### src/include/epss_map.svh
// register offsets, field positions, reset values and timing counts for the pwm steering block
`ifndef EPSS_MAP_SVH
`define EPSS_MAP_SVH

`define EPSS_OFF_TSEL_LO  8'h00
`define EPSS_OFF_TSEL_HI  8'h04
`define EPSS_OFF_SD_CTL   8'h08
`define EPSS_OFF_RST_DLY  8'h0c
`define EPSS_OFF_STEER    8'h10
`define EPSS_OFF_MODE     8'h14
`define EPSS_OFF_IRQ_ST   8'h18
`define EPSS_OFF_IRQ_CLR  8'h1c
`define EPSS_OFF_IRQ_EN   8'h20

`define EPSS_SD_FLAG_BIT  7
`define EPSS_RSEN_BIT     7
`define EPSS_SYNC_BIT     4

`define EPSS_RST_TSEL_LO  8'h00
`define EPSS_RST_TSEL_HI  2'h0
`define EPSS_RST_SD_CTL   8'h00
`define EPSS_RST_RST_DLY  8'h00
`define EPSS_RST_STEER    5'h01
`define EPSS_RST_MODE     8'h00

`define EPSS_TB_RESERVED  2'h3
`define EPSS_CLK_NS       5
`define EPSS_INST_NS      20
`define EPSS_INST_CYC     (`EPSS_INST_NS / `EPSS_CLK_NS)

`endif

### src/include/epss_pkg.sv
// types shared by the pwm steering and shutdown block
package epss_pkg;

  typedef struct packed {
    logic [3:0] o;
    logic [3:0] oe;
  } epss_pin_t;

  typedef enum logic [1:0] {
    DLY_IDLE   = 2'b00,
    DLY_WAIT   = 2'b01,
    DLY_ACTIVE = 2'b10
  } epss_dly_state_t;

endpackage : epss_pkg

### src/hw/epss_top.sv
// enhanced pwm time-base select, auto-shutdown, active-edge delay and output steering
// Operation
// - two-bit selector picks timer per channel
// - channel five selector, upper bits read zero
// - status bit seven shows shutdown state
// - three-bit source select of shutdown trigger
// - shutdown level for pins a and c
// - shutdown level for pins b and d
// - auto restart clears status when condition ends
// - without auto restart, software clears status
// - active edge delayed by instruction cycles
// - steering update on period or instruction
// - steering bits route waveform with polarity
// - steering only in single-output pwm mode
// - comparator sync delays shutdown to aux timer
// - low mode bits set pin polarity
//
// The APB interface to the registers and the address map were decided locally.
`timescale 1ns/100ps
`include "epss_map.svh"

module epss_top
  import epss_pkg::*;
(
  // clock and reset
  input  wire logic            clk,
  input  wire logic            nrst,
  // apb slave
  input  wire logic            psel,
  input  wire logic            penable,
  input  wire logic            pwrite,
  input  wire logic [7:0]      paddr,
  input  wire logic [31:0]     pwdata,
  output logic      [31:0]     prdata,
  output logic                 pready,
  output logic                 pslverr,
  // timers and pwm datapath
  input  wire logic [2:0]      tmr_period,
  input  wire logic            aux_tick,
  input  wire logic            pwm_raw,
  output logic      [4:0]      chan_period,
  // shutdown sources (asynchronous pins)
  input  wire logic            cmp1_in,
  input  wire logic            cmp2_in,
  input  wire logic            ext_int_pin,
  // pins: index 0..3 is pwm_out_a..pwm_out_d
  input  epss_pin_t            port_pins,
  output epss_pin_t            pwm_out,
  // interrupt
  output logic                 irq
);

  logic [7:0]      tsel_lo_ff;
  logic [1:0]      tsel_hi_ff;
  logic            shutdown_event_flag_ff;
  logic [2:0]      shutdown_source_sel_ff;
  logic [1:0]      shutdown_level_ac_ff;
  logic [1:0]      shutdown_level_bd_ff;
  logic            auto_restart_en_ff;
  logic [6:0]      active_edge_delay_ff;
  logic [4:0]      steer_ff;
  logic [3:0]      steer_act_ff;
  logic [3:0]      channel_mode_sel_ff;
  logic [1:0]      output_config_sel_ff;
  logic [1:0]      comparator_sync_en_ff;
  logic [1:0]      irq_st_ff;
  logic [1:0]      irq_en_ff;
  logic [31:0]     prdata_ff;
  logic [4:0]      chan_period_ff;
  logic [1:0]      phase_ff;
  logic [2:0]      sync1_ff;
  logic [2:0]      sync2_ff;
  logic [1:0]      cmp_tmr_ff;
  logic            raw_q_ff;
  logic [6:0]      dly_cnt_ff;
  epss_dly_state_t dly_state_ff;
  epss_pin_t       pin_ff;
  logic            wr_en;
  logic            hit;
  logic            inst_tick;
  logic            c1_lvl;
  logic            c2_lvl;
  logic            trig;
  logic            steer_on;
  logic            pwm_dly;
  logic            raw_rise;
  logic            sd_sw_wr;
  logic [1:0]      irq_ev;
  logic [31:0]     nxt_prdata;
  epss_pin_t       nxt_pin;

  // ---------------- apb slave ----------------
  // zero wait states; read data is captured in the setup cycle
  assign pready  = 1'b1;
  assign wr_en   = psel & penable & pwrite;
  assign pslverr = psel & penable & ~hit;
  assign prdata  = prdata_ff;

  always_comb begin
    hit        = 1'b1;
    nxt_prdata = 32'h0;
    unique case (paddr)
      `EPSS_OFF_TSEL_LO: nxt_prdata = {24'h0, tsel_lo_ff};
      `EPSS_OFF_TSEL_HI: nxt_prdata = {30'h0, tsel_hi_ff};
      `EPSS_OFF_SD_CTL:  nxt_prdata = {24'h0, shutdown_event_flag_ff, shutdown_source_sel_ff,
                                       shutdown_level_ac_ff, shutdown_level_bd_ff};
      `EPSS_OFF_RST_DLY: nxt_prdata = {24'h0, auto_restart_en_ff, active_edge_delay_ff};
      `EPSS_OFF_STEER:   nxt_prdata = {27'h0, steer_ff};
      `EPSS_OFF_MODE:    nxt_prdata = {24'h0, output_config_sel_ff, comparator_sync_en_ff,
                                       channel_mode_sel_ff};
      `EPSS_OFF_IRQ_ST:  nxt_prdata = {30'h0, irq_st_ff};
      `EPSS_OFF_IRQ_CLR: nxt_prdata = 32'h0;
      `EPSS_OFF_IRQ_EN:  nxt_prdata = {30'h0, irq_en_ff};
      default:           hit        = 1'b0;
    endcase
  end

  always_ff @(posedge clk or negedge nrst) begin
    if (!nrst) begin
      prdata_ff <= 32'h0;
    end else if (psel & ~penable & ~pwrite) begin
      prdata_ff <= nxt_prdata;
    end
  end

  // configuration registers
  always_ff @(posedge clk or negedge nrst) begin
    if (!nrst) begin
      tsel_lo_ff            <= `EPSS_RST_TSEL_LO;
      tsel_hi_ff            <= `EPSS_RST_TSEL_HI;
      shutdown_source_sel_ff <= 3'(`EPSS_RST_SD_CTL >> 4);
      shutdown_level_ac_ff  <= 2'h0;
      shutdown_level_bd_ff  <= 2'h0;
      auto_restart_en_ff    <= 1'(`EPSS_RST_RST_DLY >> 7);
      active_edge_delay_ff  <= 7'h00;
      steer_ff              <= `EPSS_RST_STEER;
      channel_mode_sel_ff   <= 4'h0;
      comparator_sync_en_ff <= 2'h0;
      output_config_sel_ff  <= 2'h0;
      irq_en_ff             <= 2'h0;
    end else if (wr_en) begin
      unique case (paddr)
        `EPSS_OFF_TSEL_LO: tsel_lo_ff <= pwdata[7:0];
        `EPSS_OFF_TSEL_HI: tsel_hi_ff <= pwdata[1:0];
        `EPSS_OFF_SD_CTL: begin
          shutdown_source_sel_ff <= pwdata[6:4];
          shutdown_level_ac_ff   <= pwdata[3:2];
          shutdown_level_bd_ff   <= pwdata[1:0];
        end
        `EPSS_OFF_RST_DLY: begin
          auto_restart_en_ff   <= pwdata[`EPSS_RSEN_BIT];
          active_edge_delay_ff <= pwdata[6:0];
        end
        `EPSS_OFF_STEER: steer_ff <= pwdata[4:0];
        `EPSS_OFF_MODE: begin
          output_config_sel_ff  <= pwdata[7:6];
          comparator_sync_en_ff <= pwdata[5:4];
          channel_mode_sel_ff   <= pwdata[3:0];
        end
        `EPSS_OFF_IRQ_EN: irq_en_ff <= pwdata[1:0];
        default: ;
      endcase
    end
  end

  // ---------------- time base selection ----------------
  always_ff @(posedge clk or negedge nrst) begin
    if (!nrst) begin
      chan_period_ff <= 5'h00;
    end else begin
      for (int i = 0; i < 4; i++) begin
        chan_period_ff[i] <= (tsel_lo_ff[2*i +: 2] != `EPSS_TB_RESERVED) &&
                             tmr_period[tsel_lo_ff[2*i +: 2]];
      end
      chan_period_ff[4] <= (tsel_hi_ff != `EPSS_TB_RESERVED) && tmr_period[tsel_hi_ff];
    end
  end
  assign chan_period = chan_period_ff;

  // instruction cycle: four clocks
  always_ff @(posedge clk or negedge nrst) begin
    if (!nrst) begin
      phase_ff <= 2'h0;
    end else begin
      phase_ff <= phase_ff + 2'h1;
    end
  end
  assign inst_tick = (phase_ff == 2'(`EPSS_INST_CYC - 1));

  // ---------------- shutdown sources ----------------
  always_ff @(posedge clk or negedge nrst) begin
    if (!nrst) begin
      sync1_ff <= 3'h4;
      sync2_ff <= 3'h4;
    end else begin
      sync1_ff <= {ext_int_pin, cmp2_in, cmp1_in};
      sync2_ff <= sync1_ff;
    end
  end

  // comparator levels only advance on the aux timer tick when sync is enabled
  always_ff @(posedge clk or negedge nrst) begin
    if (!nrst) begin
      cmp_tmr_ff <= 2'h0;
    end else if (aux_tick) begin
      cmp_tmr_ff <= sync2_ff[1:0];
    end
  end
  assign c1_lvl = comparator_sync_en_ff[0] ? cmp_tmr_ff[0] : sync2_ff[0];
  assign c2_lvl = comparator_sync_en_ff[1] ? cmp_tmr_ff[1] : sync2_ff[1];
  // bit2 adds the low interrupt pin, bit0 comparator one, bit1 comparator two
  assign trig = (shutdown_source_sel_ff[2] & ~sync2_ff[2]) |
                (shutdown_source_sel_ff[0] & c1_lvl) |
                (shutdown_source_sel_ff[1] & c2_lvl);

  // ---------------- shutdown status ----------------
  assign sd_sw_wr = wr_en && (paddr == `EPSS_OFF_SD_CTL);
  // a live trigger wins over a software clear so no event is lost
  always_ff @(posedge clk or negedge nrst) begin
    if (!nrst) begin
      shutdown_event_flag_ff <= 1'b0;
    end else if (trig) begin
      shutdown_event_flag_ff <= 1'b1;
    end else if (sd_sw_wr) begin
      shutdown_event_flag_ff <= pwdata[`EPSS_SD_FLAG_BIT];
    end else if (auto_restart_en_ff) begin
      shutdown_event_flag_ff <= 1'b0;
    end
  end

  // ---------------- interrupts ----------------
  // bit0: shutdown entered, bit1: shutdown released
  assign irq_ev = {shutdown_event_flag_ff & ~trig & (auto_restart_en_ff | sd_sw_wr) &
                   ~(sd_sw_wr & pwdata[`EPSS_SD_FLAG_BIT]),
                   trig & ~shutdown_event_flag_ff};
  always_ff @(posedge clk or negedge nrst) begin
    if (!nrst) begin
      irq_st_ff <= 2'h0;
    end else if (wr_en && (paddr == `EPSS_OFF_IRQ_CLR)) begin
      irq_st_ff <= (irq_st_ff & ~pwdata[1:0]) | irq_ev;
    end else begin
      irq_st_ff <= irq_st_ff | irq_ev;
    end
  end
  assign irq = |(irq_st_ff & irq_en_ff);

  // ---------------- active-edge delay ----------------
  assign raw_rise = pwm_raw & ~raw_q_ff;
  // the first instruction cycle of the wait may be partial, the edge stays on the tick grid
  always_ff @(posedge clk or negedge nrst) begin
    if (!nrst) begin
      raw_q_ff     <= 1'b0;
      dly_cnt_ff   <= 7'h00;
      dly_state_ff <= DLY_IDLE;
    end else begin
      raw_q_ff <= pwm_raw;
      unique case (dly_state_ff)
        DLY_IDLE: begin
          if (raw_rise) begin
            dly_cnt_ff   <= active_edge_delay_ff;
            dly_state_ff <= (active_edge_delay_ff == 7'h00) ? DLY_ACTIVE : DLY_WAIT;
          end
        end
        DLY_WAIT: begin
          if (!pwm_raw) begin
            dly_state_ff <= DLY_IDLE;
          end else if (inst_tick) begin
            dly_cnt_ff <= dly_cnt_ff - 7'h01;
            if (dly_cnt_ff == 7'h01) begin
              dly_state_ff <= DLY_ACTIVE;
            end
          end
        end
        DLY_ACTIVE: begin
          if (!pwm_raw) begin
            dly_state_ff <= DLY_IDLE;
          end
        end
        default: dly_state_ff <= DLY_IDLE;
      endcase
    end
  end
  assign pwm_dly = (dly_state_ff == DLY_ACTIVE);

  // ---------------- steering ----------------
  always_ff @(posedge clk or negedge nrst) begin
    if (!nrst) begin
      steer_act_ff <= 4'(`EPSS_RST_STEER & 5'h0f);
    end else if (steer_ff[`EPSS_SYNC_BIT] ? chan_period_ff[0] : inst_tick) begin
      steer_act_ff <= steer_ff[3:0];
    end
  end
  assign steer_on = (channel_mode_sel_ff[3:2] == 2'h3) && (output_config_sel_ff == 2'h0);

  always_comb begin
    nxt_pin = port_pins;
    for (int i = 0; i < 4; i++) begin
      if (steer_on && steer_act_ff[i]) begin
        if (shutdown_event_flag_ff) begin
          // even pins are a and c, odd pins are b and d
          if (i % 2 == 0) begin
            nxt_pin.o[i]  = shutdown_level_ac_ff[0];
            nxt_pin.oe[i] = ~shutdown_level_ac_ff[1];
          end else begin
            nxt_pin.o[i]  = shutdown_level_bd_ff[0];
            nxt_pin.oe[i] = ~shutdown_level_bd_ff[1];
          end
        end else begin
          nxt_pin.o[i]  = pwm_dly ^ channel_mode_sel_ff[(i % 2 == 0) ? 1 : 0];
          nxt_pin.oe[i] = 1'b1;
        end
      end
    end
  end

  always_ff @(posedge clk or negedge nrst) begin
    if (!nrst) begin
      pin_ff <= '0;
    end else begin
      pin_ff <= nxt_pin;
    end
  end
  assign pwm_out = pin_ff;
endmodule : epss_top

### config.mk
export PLATFORM = sky130hd
export DESIGN_NAME = epss_top
export DESIGN_NICKNAME = d
export VERILOG_FILES = /design/src/include/epss_pkg.sv /design/src/hw/epss_top.sv
export VERILOG_INCLUDE_DIRS = /design/src /design/src/include
export SDC_FILE = /design/constraint.sdc
export NUM_CORES = 1
export LEC_CHECK = 0
export ABC_AREA = 1
export BUFFER_PORTS_ARGS = -buffer_cell sky130_fd_sc_hd__buf_4
export CAP_MARGIN = 20
export CORE_UTILIZATION = 49
export CTS_CLUSTER_DIAMETER = 60
export DETAILED_ROUTE_END_ITERATION = 7
export PLACE_DENSITY = 0.77
export RECOVER_POWER = 25
export SYNTH_ARGS = -nofsm -noshare
export SYNTH_HDL_FRONTEND = slang
export SYNTH_SLANG_ARGS = --single-unit
### constraint.sdc
create_clock -name clk -period 1.2 [get_ports clk]
set_input_delay 0.18 -clock clk [delete_from_list [all_inputs] [get_ports clk]]
set_output_delay 0.18 -clock clk [all_outputs]
set_load 0.005 [all_outputs]
==> results of run 1 <==
## report_power, final
group          internal (mW)  leakage (nW)  switching (mW)
Sequential              3.10          1.15           0.127
Combinational          0.556          1.84           0.690
Clock                  0.765        0.0870            1.12
## state kept, by name (all words and copies together), names as in the netlist, 3 cells and up
| name | flops |
|---|---|
| prdata | 8 |
| pwm_out | 8 |
| tsel_lo_ff | 8 |
| active_edge_delay_ff | 7 |
| dly_cnt_ff | 7 |
| chan_period | 5 |
| steer_ff | 5 |
| channel_mode_sel_ff | 4 |
| steer_act_ff | 4 |
| shutdown_source_sel_ff | 3 |
| sync1_ff | 3 |
| sync2_ff | 3 |
## routing by layer
metal,vias to the layer above,routed length [um],part of all wire (%)
met5,-,0,0
met4,0,284,2.4
met3,36,750,6.2
met2,179,5948,50
met1,1930,5030,42
li1,1933,-,-
## cells by family after synthesis
logic type / after synthesis / share of synthesized area (%)
other cells: 2 / 0.1653
xor+xnor: 4 / 0.7711
simple gates: 240 / 24.54
buf+inv: 79 / 9.887
flops: 88 / 48.58
compound gates: 93 / 12.89
fa+ha+maj: 3 / 0.8263
mux: 10 / 2.341
## cell type report
cell class,count,area (um^2),share of cell area [%]
clock buffer,10,127.6,2.069
clock inverter,6,43.79,0.7099
inverter,48,205.2,3.327
multi-input combinational,375,2270,36.80
sequential,88,2210,35.82
tap,108,135.1,2.191
timing repair buffer,140,1177,19.09
## stage by stage
stage / power [mW] / TNS (ns) / area, um^2 / utilization (%)
after floorplan: 3.799 / 0 / 4629 / -
after global placement: 4.164 / -5.150 / 5344 / 60.39
after detailed placement: 4.197 / -6.873 / 5344 / 60.39
after CTS: 6.239 / -0.4238 / 5974 / 67.52
after global routing: 6.647 / -3.475 / 6168 / 69.71
final: 6.356 / -0.9705 / 6168 / 69.71
## synthesized netlist by cell type (5+ instances only)
library cell | n | area [um^2]
sky130_fd_sc_hd__o21ai_0 | 40 | 200.2
sky130_fd_sc_hd__inv_1 | 44 | 165.2
sky130_fd_sc_hd__nor2_1 | 30 | 112.6
sky130_fd_sc_hd__nor2_4 | 6 | 67.56
sky130_fd_sc_hd__nand2_2 | 9 | 56.30
sky130_fd_sc_hd__mux2_2 | 5 | 56.30
sky130_fd_sc_hd__o21ai_1 | 10 | 50.05
sky130_fd_sc_hd__dfrtp_1 | 84 | 2102
sky130_fd_sc_hd__nand2_1 | 137 | 514.2
sky130_fd_sc_hd__nand3b_1 | 6 | 45.04
sky130_fd_sc_hd__o21ai_2 | 24 | 210.2
sky130_fd_sc_hd__nor2_2 | 5 | 31.28
sky130_fd_sc_hd__buf_4 | 26 | 195.2
sky130_fd_sc_hd__mux2i_1 | 5 | 50.05
sky130_fd_sc_hd__nand3_1 | 33 | 165.2
sky130_fd_sc_hd__a21oi_1 | 6 | 30.03
sky130_fd_sc_hd__buf_6 | 5 | 56.30
## worst reg2reg max path, cell delays in order, from the launching register on
cell	delay, ns
sky130_fd_sc_hd__dfrtp_2	0.45
sky130_fd_sc_hd__inv_2	0.10
sky130_fd_sc_hd__ha_4	0.14
sky130_fd_sc_hd__nand2_2	0.06
sky130_fd_sc_hd__o21ai_0	0.18
sky130_fd_sc_hd__nand2_1	0.11
sky130_fd_sc_hd__nand2_1	0.10
sky130_fd_sc_hd__o31ai_2	0.07
## worst paths after layout
check,startpoint,endpoint,slack [ns],cells past startpoint
worst max-delay path,irq_en_ff[0]$_DFFE_PN0P_,irq,-0.11,2
worst min-delay path,aux_tick,cmp_tmr_ff[0]$_DFFE_PN0P_,0.02,2
worst max register to register,dly_cnt_ff[0]$_DFFE_PN0P_,dly_cnt_ff[4]$_DFFE_PN0P_,-0.10,7
worst min register to register,sync1_ff[2]$_DFF_PN1_,sync2_ff[2]$_DFF_PN1_,0.36,0
max in group asynchronous,nrst,steer_act_ff[0]$_DFFE_PN1P_,0.06,3
min in group asynchronous,nrst,chan_period[2]$_DFF_PN0_,0.38,2
## timing repair
item,in CTS,in global routing
endpoints found under the setup margin,24,29
pin swaps,28,26
gates resized for setup,81,44
endpoints found under the hold margin,88,0
buffers inserted,22,9
hold buffers,5,0
==> out/qor.tcl, run 1 <==
set qor(clock-sinks) 88
set qor(path_delay_family) {flip-flops}
set qor(layout-drive-gt1-share_pct) 41.53
set qor(synthDistinctLibCells) 35
set qor(core_rows) 34
set qor(worst_setup_path_end_kind) {output port}
set qor(p_per_area_nw_per_um2) 1030
set qor(final_common_cell) {sky130_fd_sc_hd__nand2_1}
set qor(fin_skew_ns) 0.01145
set qor(boundaryPins) 109
set qor(crit_slowest_cell) {sky130_fd_sc_hd__dfrtp_1}
set qor(synth_async_sr_flop_share_pct) 100.0
set qor(setup_ws_post_layout_ns) -0.1061
set qor(place.detailed.instances) 723
set qor(grt_overflow) 0
set qor(globalRouteMet1Util_pct) 32.74
set qor(detail_route.first_pass.iterations) 7
set qor(setup.worst_path.start_class) {register}
set qor(syn-mean-instance-area_um2) 8.754
set qor(most_heavily_used_metal_layer_in_global_routing) {met2}
set qor(global_route.usage.total_pct) 25.30
set qor(drcViolationCount) 7
set qor(fillerInstances) 608
set qor(period_minus_slack_ns) 1.306
set qor(grt_pass1_wl_mm) 19.03
set qor(worst_path_max_stage_delay_ns) 0.41
set qor(numCtsBuffers) 9
set qor(peakVddDrop_mv) 0.6660
set qor(hold_slack_ns) 0.02264
set qor(synth_flop_cell) {sky130_fd_sc_hd__dfrtp_1}
set qor(design.core.area_um2) 8848
set qor(syn_inst) 519
set qor(design.final.nets) 726
set qor(violations) {design-rule violations, negative setup slack}
set qor(clk_latency_ns) 0.37
set qor(worst_setup_hold_path_clk_slew_ns) 0.09
set qor(critical_path.cell_chain) {a22o_1, buf_4}
set qor(synth_seq_area_share_pct) 48.58
set qor(fp.dieW_um) 98.29
set qor(gr-usage-met3_pct) 5.512
set qor(io_buffers) 59
set qor(sum_of_net_half_perimeters_after_detailed_placement_mm) 8.128
set qor(clock-root-buffer) {sky130_fd_sc_hd__clkbuf_8}
set qor(layout-area-overhead-vs-synth_pct) 35.78
set qor(max-cap-violations) 0
set qor(worst_case_clock_buffer_depth) 2
set qor(route.detailed.wl_per_inst_um) 15.50
set qor(yosys_register_bits) 88
set qor(pin_count_of_the_biggest_net_entering_global_routing) 39
set qor(hold_viol_final) 0
set qor(die-area_um2) 9661
set qor(gp_congestion) 0.9340
set qor(vias) 4078
set qor(timing.fmax_ghz) 0.7656
set qor(worst-endpoint-arrival_ns) 1.13
set qor(synth_area_um2) 4543
set qor(ys.warnings.count) 0
set qor(avgViaCountPerCell) 5.262
set qor(grt_antenna_before_repair) 0
set qor(timing.critical_path.fanout_max) 3
set qor(cts.htree.levels) 3
set qor(max_slew.worst_pin.slew_ns) 0.7397
set qor(timing.setup.critical_path_class) {reg -> out}
set qor(ant_nets) 0
set qor(report.final.setup_viol) 20
set qor(cts_tree) {yes}
set qor(status) {complete, but fails checks}
set qor(wirelength_mm) 12.01
set qor(number_of_global_route_vias_before_repair) 3949
set qor(hold_wc_path_type) {in -> reg}
set qor(pre_cts_ws_ns) -0.2212
set qor(met2_track_utilization_from_global_routing_pct) 41.93
set qor(leakage_nw) 3.079
set qor(final_min_period_over_clock_period_pct) 108.8
set qor(number_of_antenna_repair_diodes) 0
set qor(top_library_cells_by_usage_in_the_layout_fill_and_taps_aside) {124 x sky130_fd_sc_hd__nand2_1, 108 x sky130_fd_sc_hd__buf_4, 82 x sky130_fd_sc_hd__dfrtp_1}
set qor(grt_setup_unrepaired) {true}
set qor(chipHeight_um) 98.29
set qor(number_of_enable_flip_flop_cells_after_synthesis) 0
set qor(crit_required_ns) 1.02
set qor(slew_headroom_pct) 50.69
set qor(layout.cells.non_filler) 775
set qor(critical_path.n_buffers_inverters) 1
set qor(report.final.slew_viol_count) 0
set qor(detailedRoute.firstIterationViolations) 309
set qor(initial_core_util_pct) 51.34
No activity file was read; power rests on OpenSTA's default activity.
==> run 2, diff against run 1 <==
Clock period 1.2 ns to 1.1 ns, I/O delays scaled along.
==> out/qor.tcl, run 2 (synthesis results as in run 1) <==
set qor(fp.dieW_um) 98.29 ;# unchanged
set qor(peakVddDrop_mv) 0.9316 ;# was 0.6660 mV
set qor(pre_cts_ws_ns) -0.2610 ;# was -0.2212 ns
set qor(cp_common_cell) {sky130_fd_sc_hd__nand2_1}
set qor(timing.fmax_ghz) 0.6916
set qor(numCtsBuffers) 9 ;# unchanged
set qor(hold_wc_path_type) {in -> reg} ;# unchanged
set qor(avgViaCountPerCell) 5.538 ;# was 5.262
set qor(fin_skew_ns) 0.01127 ;# was 0.01145 ns
set qor(worst_setup_path_end_kind) {register} ;# was output port
set qor(detailedRoute.firstIterationViolations) 437 ;# was 309
set qor(drcViolationCount) 10 ;# was 7
set qor(clock-root-buffer) {sky130_fd_sc_hd__clkbuf_8} ;# unchanged
set qor(ant_nets) 0 ;# unchanged
set qor(worst_setup_hold_path_clk_slew_ns) 0.09 ;# about the same
set qor(number_of_antenna_repair_diodes) 0 ;# unchanged
set qor(grt_setup_unrepaired) {true} ;# unchanged
set qor(critical_path.cell_chain) {inv_2, ha_4, nand2_1, o21ai_0, nand2_1, nand2_1, o31ai_2} ;# was a22o_1, buf_4
set qor(hold_viol_final) 0 ;# unchanged
set qor(design.final.nets) 752 ;# was 726
set qor(cts_tree) {yes} ;# unchanged
set qor(hold_slack_ns) 0.02143 ;# was 0.02264 ns
set qor(report.final.slew_viol_count) 0 ;# unchanged
set qor(core_rows) 34 ;# unchanged
set qor(max-cap-violations) 0 ;# unchanged
set qor(pin_count_of_the_biggest_net_entering_global_routing) 41 ;# was 39
set qor(worst-endpoint-arrival_ns) 1.71 ;# was 1.13 ns
set qor(final_common_cell) {sky130_fd_sc_hd__buf_4} ;# was sky130_fd_sc_hd__nand2_1
set qor(design.core.area_um2) 8848 ;# unchanged
set qor(chipHeight_um) 98.29 ;# unchanged
set qor(number_of_global_route_vias_before_repair) 4206 ;# was 3949
set qor(status) {complete, but fails checks} ;# unchanged
set qor(sum_of_net_half_perimeters_after_detailed_placement_mm) 8.541 ;# was 8.128 mm
set qor(layout-drive-gt1-share_pct) 45.17 ;# was 41.53%
set qor(grt_pass1_wl_mm) 20.47 ;# was 19.03 mm
set qor(crit_slowest_cell) {sky130_fd_sc_hd__dfrtp_1} ;# unchanged
set qor(leakage_nw) 3.248 ;# was 3.079 nW
set qor(max_slew.worst_pin.slew_ns) 0.8092 ;# was 0.7397 ns
set qor(period_minus_slack_ns) 1.446
set qor(slew_headroom_pct) 46.05 ;# was 50.69%
set qor(worst_case_clock_buffer_depth) 2 ;# unchanged
set qor(grt_overflow) 0 ;# unchanged
set qor(global_route.usage.total_pct) 27.52 ;# was 25.30%
set qor(report.final.setup_viol) 32 ;# was 20
set qor(crit_required_ns) 1.36 ;# was 1.02 ns
set qor(worst_path_max_stage_delay_ns) 0.44 ;# was 0.41 ns
set qor(top_library_cells_by_usage_in_the_layout_fill_and_taps_aside) {132 x sky130_fd_sc_hd__buf_4, 120 x sky130_fd_sc_hd__nand2_1, 83 x sky130_fd_sc_hd__dfrtp_1} ;# was 124 x sky130_fd_sc_hd__nand2_1, 108 x sky130_fd_sc_hd__buf_4, 82 x sky130_fd_sc_hd__dfrtp_1
set qor(detail_route.first_pass.iterations) 8 ;# was 7
set qor(initial_core_util_pct) 51.34 ;# unchanged
set qor(final_min_period_over_clock_period_pct) 131.5
set qor(p_per_area_nw_per_um2) 1152 ;# was 1030 nW/um^2
set qor(layout-area-overhead-vs-synth_pct) 42.52 ;# was 35.78%
set qor(wirelength_mm) 13.41 ;# was 12.01 mm
set qor(setup_ws_post_layout_ns) -0.3460 ;# was -0.1061 ns
set qor(gp_congestion) 0.9459 ;# was 0.9340
set qor(clock-sinks) 88 ;# unchanged
set qor(route.detailed.wl_per_inst_um) 16.74 ;# was 15.50 um
set qor(grt_antenna_before_repair) 0 ;# unchanged
set qor(die-area_um2) 9661 ;# unchanged
set qor(io_buffers) 59 ;# unchanged
set qor(setup.worst_path.start_class) {register} ;# unchanged
set qor(violations) {design-rule violations, negative setup slack} ;# unchanged
set qor(boundaryPins) 109 ;# unchanged
set qor(clk_latency_ns) 0.37 ;# about the same
set qor(design_power_total_mw) 7.457 ;# was 6.356 mW
set qor(timing.setup.critical_path_class) {reg -> reg} ;# was reg -> out
set qor(timing.critical_path.fanout_max) 3 ;# unchanged
set qor(vias) 4436 ;# was 4078
set qor(cts.htree.levels) 3 ;# unchanged
## run 2: timing repair
item,CTS,global route
pin swaps,37,31
resized for setup,101,35
hold buffers,7,1
buffers inserted,24,16
endpoints found under the hold margin,90,1
endpoints found under the setup margin,28,34
## run 2: worst paths after layout
path | start | to | slack [ns] | depth (start not counted)
max in group asynchronous | nrst | steer_ff[0]$_DFFE_PN1P_ | -0.04 | 3
min in group asynchronous | nrst | tsel_lo_ff[6]$_DFFE_PN0P_ | 0.40 | 2
max reg2reg | dly_cnt_ff[0]$_DFFE_PN0P_ | dly_cnt_ff[4]$_DFFE_PN0P_ | -0.35 | 7
max | dly_cnt_ff[0]$_DFFE_PN0P_ | dly_cnt_ff[4]$_DFFE_PN0P_ | -0.35 | 7
min | port_pins[4] | pwm_out[4]$_DFF_PN0_ | 0.02 | 2
min reg2reg | sync1_ff[2]$_DFF_PN1_ | sync2_ff[2]$_DFF_PN1_ | 0.36 | 0
## run 2: final cells by class
class,instances,area [um^2]
clock buffers,10,137.6
clock inverters,6,67.56
fillers,575,2374
inverters,48,212.7
multi-input cells,375,2330
flip-flops and latches,88,2208
well taps,108,135.1
repair buffers,166,1384
## run 2: metrics by stage
step / util (%) / TNS, ns / cell area (um^2) / cells
final: 73.18 / -4.133 / 6475 / 801
after global routing: 73.18 / -12.44 / 6475 / 801
after CTS: 70.45 / -2.564 / 6233 / 785
after detailed placement: 61.88 / -13.42 / 5475 / 739
after global placement: 61.88 / -10.60 / 5475 / 739
after floorplan: - / -0.6562 / 4657 / 542
## run 2: worst max-delay path, delay by kind of cell (launching register included)
kind | cells | cell delay, ns
adders and majority gates | 1 | 0.14
DFF | 1 | 0.44
buffers and inverters | 1 | 0.11
and+or+nand+nor | 3 | 0.34
AOI/OAI and AO/OA | 2 | 0.30
## run 2: per-layer routing
layer,vias to the layer above,track usage [%],wire (um),share of wire [%]
li1,1980,-,-,-
met1,2148,34.70,5239,39
met2,252,45.56,6781,51
met3,56,5.870,951,7.1
met4,0,12.63,433,3.2
met5,-,0,0,0
## run 2: power by group
part | internal [mW] | switching, mW | total, mW | leakage (nW)
clock network | 1.12 | 1.20 | 2.31 | 0.0989
registers | 3.38 | 0.146 | 3.53 | 1.15
logic | 0.732 | 0.883 | 1.62 | 2.00
total | 5.23 | 2.22 | 7.46 | 3.25
